## config.mk

```make
export PLATFORM = sky130hd
export DESIGN_NAME = sgcf_top
export DESIGN_NICKNAME = d
export VERILOG_FILES = /design/src/rtl/sgcf_sync.v /design/src/rtl/sgcf_fanout.v /design/src/rtl/sgcf_top.v
export VERILOG_INCLUDE_DIRS = /design/src /design/src/include
export SDC_FILE = /design/constraint.sdc
export NUM_CORES = 1
export LEC_CHECK = 0
export BUFFER_PORTS_ARGS = -buffer_cell sky130_fd_sc_hd__buf_4
export CORE_MARGIN = 4
export CORE_UTILIZATION = 45
export CTS_CLUSTER_DIAMETER = 40
export DETAILED_ROUTE_END_ITERATION = 16
export PLACE_DENSITY = 0.82
export SLEW_MARGIN = 0
export SYNTH_ARGS = -nofsm -noshare
export SYNTH_HDL_FRONTEND = slang
export SYNTH_SLANG_ARGS = --single-unit
```

## constraint.sdc

```tcl
create_clock -name i_clk -period 2.8 [get_ports i_clk]
set_clock_uncertainty 0.2 [all_clocks]
set_input_delay 0.42 -clock i_clk [delete_from_list [all_inputs] [get_ports i_clk]]
set_output_delay 0.42 -clock i_clk [all_outputs]
set_load 0.005 [all_outputs]
```

## src/include/sgcf_defs.vh

```
// Constants for the serial gated clock fanout block
`ifndef SGCF_DEFS_VH
`define SGCF_DEFS_VH

`define SGCF_NUM_COPIES 10
`define SGCF_SLAVE_ADDR 7'h69
`define SGCF_NUM_CFG_BYTES 3
`define SGCF_MAX_BYTE_COUNT 8'h20
`define SGCF_BYTE_IDX_ADDR 6'h00
`define SGCF_BYTE_IDX_CMD 6'h01
`define SGCF_BYTE_IDX_COUNT 6'h02
`define SGCF_BYTE_IDX_DATA0 6'h03

`define SGCF_CFG0_RST 8'h0F
`define SGCF_CFG1_RST 8'hF0
`define SGCF_CFG2_RST 8'hC0

`define SGCF_REG_CTRL 4'h0
`define SGCF_REG_GATE 4'h4
`define SGCF_REG_STATUS 4'h8
`define SGCF_REG_APPLIED 4'hC

`define SGCF_CTRL_EN_BIT 0
`define SGCF_CTRL_RST 32'h0000_0001
`define SGCF_STAT_BUSY_BIT 16

`define SGCF_RESP_OKAY 2'h0
`define SGCF_RESP_SLVERR 2'h2

`endif

```

## src/rtl/sgcf_sync.v

```verilog
// Three-stage input synchroniser with agreement filter
`timescale 1ns/1ps
module sgcf_sync #(
  parameter W = 4
) (
  input wire i_clk,
  input wire i_rst,
  input wire [W-1:0] i_async,
  output reg [W-1:0] o_level
);
  reg [W-1:0] s1_ff;
  reg [W-1:0] s2_ff;
  reg [W-1:0] s3_ff;
  integer k;

  // First stage feeds only the second; a change counts once stages two and three agree
  always @(posedge i_clk) begin
    if (i_rst) begin
      s1_ff <= {W{1'b1}};
      s2_ff <= {W{1'b1}};
      s3_ff <= {W{1'b1}};
      o_level <= {W{1'b1}};
    end else begin
      s1_ff <= i_async;
      s2_ff <= s1_ff;
      s3_ff <= s2_ff;
      for (k = 0; k < W; k = k + 1) begin
        if (s2_ff[k] == s3_ff[k]) begin
          o_level[k] <= s2_ff[k];
        end
      end
    end
  end
endmodule

```

## src/rtl/sgcf_fanout.v

```verilog
// Gated clock fanout stage with registered copies
`timescale 1ns/1ps
module sgcf_fanout #(
  parameter N = 10
) (
  input wire i_clk,
  input wire i_rst,
  input wire i_src_clk,
  input wire i_oe,
  input wire [N-1:0] i_gate_cfg,
  output reg [N-1:0] o_copy,
  output reg [N-1:0] o_copy_oe_n,
  output reg [N-1:0] o_gate_applied
);
  always @(posedge i_clk) begin
    if (i_rst) begin
      o_copy <= {N{1'b0}};
      o_copy_oe_n <= {N{1'b1}};
      o_gate_applied <= {N{1'b0}};
    end else begin
      // Gates change only while the source is low, so no pulse is cut short
      if (!i_src_clk) begin
        o_gate_applied <= i_gate_cfg;
      end
      o_copy <= {N{i_oe & i_src_clk}} & o_gate_applied;
      o_copy_oe_n <= {N{~i_oe}};
    end
  end
endmodule

```

## src/rtl/sgcf_top.v

```verilog
// Serial gated clock fanout: two-wire write-only slave, fanout and register port
//
// Decided for this implementation: the placing of the registers and the AXI4-Lite register port.
`timescale 1ns/1ps
`include "sgcf_defs.vh"
module sgcf_top #(
  parameter N = `SGCF_NUM_COPIES
) (
  input wire i_clk,
  input wire i_rst,
  input wire i_src_clk,
  input wire i_oe,
  input wire i_scl,
  input wire i_sda,
  output reg o_sda,
  output reg o_sda_oe_n,
  output wire [N-1:0] o_fanout_copy_n,
  output wire [N-1:0] o_fanout_copy_n_oe_n,
  input wire [31:0] s_axi_awaddr,
  input wire s_axi_awvalid,
  output reg s_axi_awready,
  input wire [31:0] s_axi_wdata,
  input wire [3:0] s_axi_wstrb,
  input wire s_axi_wvalid,
  output reg s_axi_wready,
  output reg [1:0] s_axi_bresp,
  output reg s_axi_bvalid,
  input wire s_axi_bready,
  input wire [31:0] s_axi_araddr,
  input wire s_axi_arvalid,
  output reg s_axi_arready,
  output reg [31:0] s_axi_rdata,
  output reg [1:0] s_axi_rresp,
  output reg s_axi_rvalid,
  input wire s_axi_rready
);
  localparam [3:0] ST_IDLE = 4'b0001;
  localparam [3:0] ST_RECV = 4'b0010;
  localparam [3:0] ST_ACK = 4'b0100;
  localparam [3:0] ST_DROP = 4'b1000;

  wire [3:0] lvl;
  wire scl_s = lvl[0];
  wire sda_s = lvl[1];
  // Source and enable pass inverted, so the idle-high sync reset reads as off, not on
  wire src_s = ~lvl[2];
  wire oe_s = ~lvl[3];
  wire [N-1:0] gate_applied;

  reg scl_d_ff;
  reg sda_d_ff;
  reg [3:0] state_ff;
  reg [3:0] bit_cnt_ff;
  reg [7:0] shift_ff;
  reg [5:0] byte_idx_ff;
  reg [7:0] cmd_ff;
  reg [7:0] bcount_ff;
  reg [7:0] data_cnt_ff;
  reg [7:0] cfg0_ff;
  reg [7:0] cfg1_ff;
  reg [7:0] cfg2_ff;
  reg [31:0] ctrl_ff;
  reg aw_have_ff;
  reg w_have_ff;
  reg [3:0] awaddr_ff;
  reg aw_err_ff;
  reg [31:0] wdata_ff;
  reg [3:0] wstrb_ff;

  sgcf_sync #(
    .W(4)
  ) u_sync (
    .i_clk(i_clk),
    .i_rst(i_rst),
    .i_async({~i_oe, ~i_src_clk, i_sda, i_scl}),
    .o_level(lvl)
  );

  // Ten copies drawn from bits 3:0 of byte 0, 7:4 of byte 1 and 7:6 of byte 2
  wire [N-1:0] gate_cfg = {cfg2_ff[7:6], cfg1_ff[7:4], cfg0_ff[3:0]};

  sgcf_fanout #(
    .N(N)
  ) u_fanout (
    .i_clk(i_clk),
    .i_rst(i_rst),
    .i_src_clk(src_s),
    .i_oe(oe_s),
    .i_gate_cfg(gate_cfg),
    .o_copy(o_fanout_copy_n),
    .o_copy_oe_n(o_fanout_copy_n_oe_n),
    .o_gate_applied(gate_applied)
  );

  wire scl_rise = scl_s & ~scl_d_ff;
  wire scl_fall = ~scl_s & scl_d_ff;
  wire start_ev = scl_s & scl_d_ff & sda_d_ff & ~sda_s;
  wire stop_ev = scl_s & scl_d_ff & ~sda_d_ff & sda_s;
  wire slave_en = ctrl_ff[`SGCF_CTRL_EN_BIT];
  wire [7:0] data_idx = {2'h0, byte_idx_ff - `SGCF_BYTE_IDX_DATA0};

  // Receiver: sample on SCL rise, drive acknowledge from SCL fall to the next fall
  always @(posedge i_clk) begin
    if (i_rst) begin
      scl_d_ff <= 1'b1;
      sda_d_ff <= 1'b1;
      state_ff <= ST_IDLE;
      bit_cnt_ff <= 4'h0;
      shift_ff <= 8'h00;
      byte_idx_ff <= 6'h00;
      cmd_ff <= 8'h00;
      bcount_ff <= 8'h00;
      data_cnt_ff <= 8'h00;
      cfg0_ff <= `SGCF_CFG0_RST;
      cfg1_ff <= `SGCF_CFG1_RST;
      cfg2_ff <= `SGCF_CFG2_RST;
      o_sda <= 1'b0;
      o_sda_oe_n <= 1'b1;
    end else begin
      scl_d_ff <= scl_s;
      sda_d_ff <= sda_s;
      o_sda <= 1'b0;
      if (stop_ev) begin
        state_ff <= ST_IDLE;
        o_sda_oe_n <= 1'b1;
      end else if (start_ev) begin
        state_ff <= ST_RECV;
        bit_cnt_ff <= 4'h0;
        byte_idx_ff <= `SGCF_BYTE_IDX_ADDR;
        o_sda_oe_n <= 1'b1;
      end else begin
        case (state_ff)
          ST_IDLE: begin
            o_sda_oe_n <= 1'b1;
          end
          ST_RECV: begin
            if (scl_rise && bit_cnt_ff < 4'h8) begin
              shift_ff <= {shift_ff[6:0], sda_s};
              bit_cnt_ff <= bit_cnt_ff + 4'h1;
            end else if (scl_fall && bit_cnt_ff == 4'h8) begin
              bit_cnt_ff <= 4'h0;
              if (byte_idx_ff == `SGCF_BYTE_IDX_ADDR) begin
                // Direction bit is ignored: only writes exist
                if (shift_ff[7:1] == `SGCF_SLAVE_ADDR && slave_en) begin
                  state_ff <= ST_ACK;
                  o_sda_oe_n <= 1'b0;
                  data_cnt_ff <= 8'h00;
                end else begin
                  state_ff <= ST_DROP;
                end
              end else begin
                state_ff <= ST_ACK;
                o_sda_oe_n <= 1'b0;
                if (byte_idx_ff == `SGCF_BYTE_IDX_CMD) begin
                  cmd_ff <= shift_ff;
                end else if (byte_idx_ff == `SGCF_BYTE_IDX_COUNT) begin
                  bcount_ff <= shift_ff;
                end else begin
                  if (data_cnt_ff != 8'hFF) begin
                    data_cnt_ff <= data_cnt_ff + 8'h01;
                  end
                  // Bytes past the stored set are acknowledged and dropped
                  case (data_idx)
                    8'h00: cfg0_ff <= shift_ff;
                    8'h01: cfg1_ff <= shift_ff;
                    8'h02: cfg2_ff <= shift_ff;
                    default: cfg0_ff <= cfg0_ff;
                  endcase
                end
              end
              if (byte_idx_ff != 6'h3F) begin
                byte_idx_ff <= byte_idx_ff + 6'h01;
              end
            end
          end
          ST_ACK: begin
            if (scl_fall) begin
              o_sda_oe_n <= 1'b1;
              state_ff <= ST_RECV;
            end
          end
          ST_DROP: begin
            o_sda_oe_n <= 1'b1;
          end
          default: begin
            state_ff <= ST_IDLE;
            o_sda_oe_n <= 1'b1;
          end
        endcase
      end
    end
  end

  function [31:0] strb_merge;
    input [31:0] old_v;
    input [31:0] new_v;
    input [3:0] strb;
    integer b;
    begin
      strb_merge = old_v;
      for (b = 0; b < 4; b = b + 1) begin
        if (strb[b]) begin
          strb_merge[b*8 +: 8] = new_v[b*8 +: 8];
        end
      end
    end
  endfunction

  function known_addr;
    input [3:0] a;
    begin
      known_addr = (a == `SGCF_REG_CTRL) || (a == `SGCF_REG_GATE) ||
        (a == `SGCF_REG_STATUS) || (a == `SGCF_REG_APPLIED);
    end
  endfunction

  // Write channel: address and data taken in either order, answered after both
  always @(posedge i_clk) begin
    if (i_rst) begin
      aw_have_ff <= 1'b0;
      w_have_ff <= 1'b0;
      awaddr_ff <= 4'h0;
      aw_err_ff <= 1'b0;
      wdata_ff <= 32'h0000_0000;
      wstrb_ff <= 4'h0;
      s_axi_awready <= 1'b0;
      s_axi_wready <= 1'b0;
      s_axi_bvalid <= 1'b0;
      s_axi_bresp <= `SGCF_RESP_OKAY;
      ctrl_ff <= `SGCF_CTRL_RST;
    end else begin
      s_axi_awready <= ~aw_have_ff & ~(s_axi_awvalid & s_axi_awready) & ~s_axi_bvalid;
      s_axi_wready <= ~w_have_ff & ~(s_axi_wvalid & s_axi_wready) & ~s_axi_bvalid;
      if (s_axi_awvalid && s_axi_awready) begin
        aw_have_ff <= 1'b1;
        awaddr_ff <= {s_axi_awaddr[3:2], 2'h0};
        aw_err_ff <= (s_axi_awaddr[31:4] != 28'h0);
      end
      if (s_axi_wvalid && s_axi_wready) begin
        w_have_ff <= 1'b1;
        wdata_ff <= s_axi_wdata;
        wstrb_ff <= s_axi_wstrb;
      end
      if (aw_have_ff && w_have_ff && !s_axi_bvalid) begin
        aw_have_ff <= 1'b0;
        w_have_ff <= 1'b0;
        s_axi_bvalid <= 1'b1;
        if (aw_err_ff || !known_addr(awaddr_ff)) begin
          s_axi_bresp <= `SGCF_RESP_SLVERR;
        end else begin
          s_axi_bresp <= `SGCF_RESP_OKAY;
        end
        if (awaddr_ff == `SGCF_REG_CTRL && !aw_err_ff) begin
          ctrl_ff <= strb_merge(ctrl_ff, wdata_ff, wstrb_ff) & 32'h0000_0001;
        end
      end else if (s_axi_bvalid && s_axi_bready) begin
        s_axi_bvalid <= 1'b0;
      end
    end
  end

  // Read channel: one cycle from address acceptance to data
  always @(posedge i_clk) begin
    if (i_rst) begin
      s_axi_arready <= 1'b0;
      s_axi_rvalid <= 1'b0;
      s_axi_rdata <= 32'h0000_0000;
      s_axi_rresp <= `SGCF_RESP_OKAY;
    end else begin
      if (s_axi_arvalid && s_axi_arready) begin
        s_axi_arready <= 1'b0;
        s_axi_rvalid <= 1'b1;
        s_axi_rresp <= `SGCF_RESP_OKAY;
        case ({s_axi_araddr[3:2], 2'h0})
          `SGCF_REG_CTRL: s_axi_rdata <= ctrl_ff;
          `SGCF_REG_GATE: s_axi_rdata <= {8'h00, cfg2_ff, cfg1_ff, cfg0_ff};
          `SGCF_REG_STATUS: s_axi_rdata <= {15'h0000, (state_ff != ST_IDLE),
            data_cnt_ff, bcount_ff};
          `SGCF_REG_APPLIED: s_axi_rdata <= {22'h00_0000, gate_applied};
          default: begin
            s_axi_rdata <= 32'h0000_0000;
            s_axi_rresp <= `SGCF_RESP_SLVERR;
          end
        endcase
        if (s_axi_araddr[31:4] != 28'h0) begin
          s_axi_rdata <= 32'h0000_0000;
          s_axi_rresp <= `SGCF_RESP_SLVERR;
        end
      end else if (s_axi_rvalid && s_axi_rready) begin
        s_axi_rvalid <= 1'b0;
        s_axi_arready <= 1'b1;
      end else if (!s_axi_rvalid) begin
        s_axi_arready <= 1'b1;
      end
    end
  end
endmodule

```

==> reports/metrics.csv <==
stage,metric,value,unit
worst_hold_path,worst hold path type,in -> reg,
final_layout,"non-filler cells, final",951,
cts,CTS tree,built,
route,1st-iter DRT viols,468,
final_layout,Post-layout nets,887,
sta,setup slack after layout,0.221,ns
critical_path,CP Cell Sequence,"or4b_4, or3_1, buf_4, nor2_2, nand2_1, a21oi_1",
critical_path,Slowest cell on crit path,or3_1,
critical_path,max incr delay on CP,0.53,ns
route,Wirelength per Cell,14.8,µm
final_layout,area occupied by multi-input gates,2870,µm²
route,Post-Route WL,14100,µm
critical_path,Worst setup EP type,register,
yosys,post-synthesis sequential area ratio,0.471,
place,GPL Wtd Cong,0.822,
critical_path,CP arrival,2.72,ns
sta,Tcrit/Tclk final,0.921,
run_status,status,finished clean,
final_layout,register area,2820,µm²
power_and_ir_drop,Pwr Density,575,nW/µm²
cts,postcts setup bufs,0,
place,post-place setup slack,0.233,ns
sta,final setup violating endpoints,0,
sta,Worst-Margin Slew,0.867,ns
cts,clk root buf,clkbuf_16,
critical_path,"Max FO, Critical Path",11,
floorplanning,die area,15200,µm²
cts,H-Tree Level Count,4,
route,Via Count,5085,
route,"antenna viol nets, final",0,
route,# DRC,0,
global_routing,gr ovfl total,0,
sta,final hold violations,0,
floorplanning,# IOs,174,
global_routing,largest net degree at the start of global routing,92,
floorplanning,cell row count,41,
route,Vias/cell,5.35,
yosys,Synth top area share,0.471,
cts,worst skew pair latency,0.41,ns
place,I/O Buffers,124,
global_routing,initial antenna violation count,0,
yosys,Synth Area per Inst,9.21,µm²
final_layout,share of layout cells above drive strength 1,0.254,
worst_hold_path,hold path depth,3,
final_layout,"commonest non-fill, non-tap cells in the layout","dfxtp_1 (141), buf_4 (137), nor2_1 (86)",
yosys,Mapped Area,5990,µm²
cts,clk sinks,141,
final_layout,fillcell total,1106,
cts,PostCTS Resize Cnt,0,
yosys,Post-synth EDFFs,0,
run,Max-Cap Viols,0,
floorplanning,Die X,123,µm
floorplanning,Initial Util,0.467,
sta,unrepaired setup endpoints after global routing,false,
yosys,post-synth cell types,60,
cts,Clock Pin Slew Worst Setup and Hold Paths,0.06,ns
global_routing,vias in the first global route,4799,
critical_path,Setup Crit Path Kind,reg -> reg,
cts,Post-CTS Hold Fix Bufs,4,
cts,CTS max path bufs,2,
final_layout,"commonest non-fill, non-tap cell in the layout",dfxtp_1,
critical_path,CP required,2.94,ns
floorplanning,core area,12800,µm²
yosys,fraction of registers with async set/reset,0,
place,placed cell count,916,
sta,Rel. slew slack,0.420,
global_routing,GRT Resource Usage Total,0.189,
power_and_ir_drop,Leak,3.11,nW
yosys,register bit total from synthesis,141,
yosys,"area leader, netlist",dfxtp_1,
yosys,top post-synthesis cells by area,"dfxtp_1 (47%), mux2i_1 (5.7%), nor2_1 (5.4%), a21oi_1 (3.3%), buf_4 (2.6%)",
power_and_ir_drop,VDD IR max,0.500,mV
critical_path,r2r worst-path depth,6,
yosys,ys flop type,dfxtp_1,
cts,TritonCTS Buffers,17,
sta,TNS Setup,0,ns
floorplanning,height of the die,123,µm
yosys,"Warnings, synthesis",0,
global_routing,first-pass GRT wire length,23000,µm
route,drt pass-1 iters,5,
yosys,cell count after synthesis,651,
sta,Fmax,0.388,GHz
power_and_ir_drop,Tot Pwr,4.36,mW
sta,WHS,0.0522,ns
final_layout,diodes inserted,0,
sta,Final Slew Violations,0,
final_layout,Synth-to-Final Area Change,26.7,%
critical_path,startpoint types,register,
place,DP HPWL,9830,µm
sta,"Min Clock Period, post-route",2.58,ns
[critical path, delay by kind of cell, from the launching register on]
kind                   cells  cell delay [ns]
AO/OA/AOI/OAI              1             0.15
buffers and inverters      1             0.27
flip-flops                 1             0.43
AND/OR/NAND/NOR            4             1.45
[stage by stage]
| step | area, µm² | util |
|---|---|---|
| after floorplan | 6030 | - |
| after global placement | 7000 | 0.546 |
| after detailed placement | 7000 | 0.546 |
| after CTS | 7600 | 0.592 |
| after global routing | 7600 | 0.592 |
| final | 7600 | 0.592 |
[routing by layer]
metal	vias to the layer above	wire length, µm	GRT usage
li1	2529	-	-
met1	2394	6130	0.246
met2	150	6950	0.309
met3	12	823	0.0462
met4	0	184	0.0623
met5	-	0	0
[state kept, by name, indices dropped and copies added (netlist names), 2 cells and up]
name / flops
bcount_ff: 8
u_sync.s3_ff: 4
cfg1_ff: 8
u_fanout.o_copy: 10
byte_idx_ff: 6
u_sync.o_level: 4
shift_ff: 8
cfg0_ff: 8
s_axi_rdata: 24
u_sync.s2_ff: 4
awaddr_ff: 2
u_sync.s1_ff: 4
data_cnt_ff: 8
bit_cnt_ff: 4
cfg2_ff: 8
state_ff: 4
u_fanout.o_gate_applied: 10
[cells by family (layout without fill, tap and decap cells)]
logic type | count (synthesis) | in the layout | synth area share
AOI/OAI and AO/OA | 133 | 133 | 0.151
buffers and inverters | 66 | 184 | 0.0559
muxes | 43 | 43 | 0.0756
adders and majority gates | 9 | 9 | 0.0188
other | 1 | 11 | 0.000626
and+or+nand+nor | 253 | 253 | 0.220
DFF | 141 | 141 | 0.471
xor gates and xnor gates | 5 | 5 | 0.00731
[path summary, 6_finish.rpt]
path                                            startpoint                          to  slack [ns]
worst min register to register  u_sync.s1_ff[1]$_SDFF_PP1_  u_sync.s2_ff[1]$_SDFF_PP1_        0.21
worst min-delay path                       s_axi_awaddr[3]   awaddr_ff[3]$_SDFFE_PP0P_        0.05
worst max-delay path              state_ff[1]$_SDFFE_PP0P_   bcount_ff[3]$_SDFFE_PP0P_        0.22
worst max register to register    state_ff[1]$_SDFFE_PP0P_   bcount_ff[3]$_SDFFE_PP0P_        0.22
[cell type report]
cell class	count	area share
multi-input cells	454	0.378
flip-flops and latches	141	0.372
repair buffers	142	0.143
clock buffers	24	0.0647
well taps	172	0.0283
clock inverters	7	0.00824
inverters	11	0.00544
[where the power goes]
| group | switching, mW | leakage, nW | internal [mW] |
|---|---|---|---|
| Clock | 0.796 | 0.276 | 1.30 |
| Combinational | 0.0950 | 1.69 | 0.118 |
| Sequential | 0.0183 | 1.14 | 2.04 |
[synthesized netlist by cell type, drive strengths merged (13+ instances only)]
cell / instances
o21ai: 19
a22o: 16
clkbuf: 30
nand2b: 17
a22oi: 17
nor2: 87
nand3: 21
buf: 25
or2: 16
a21oi: 39
nand2: 33
and2: 13
mux2i: 34
nor4: 19
dfxtp: 141
(Power assumes the default switching activity.)
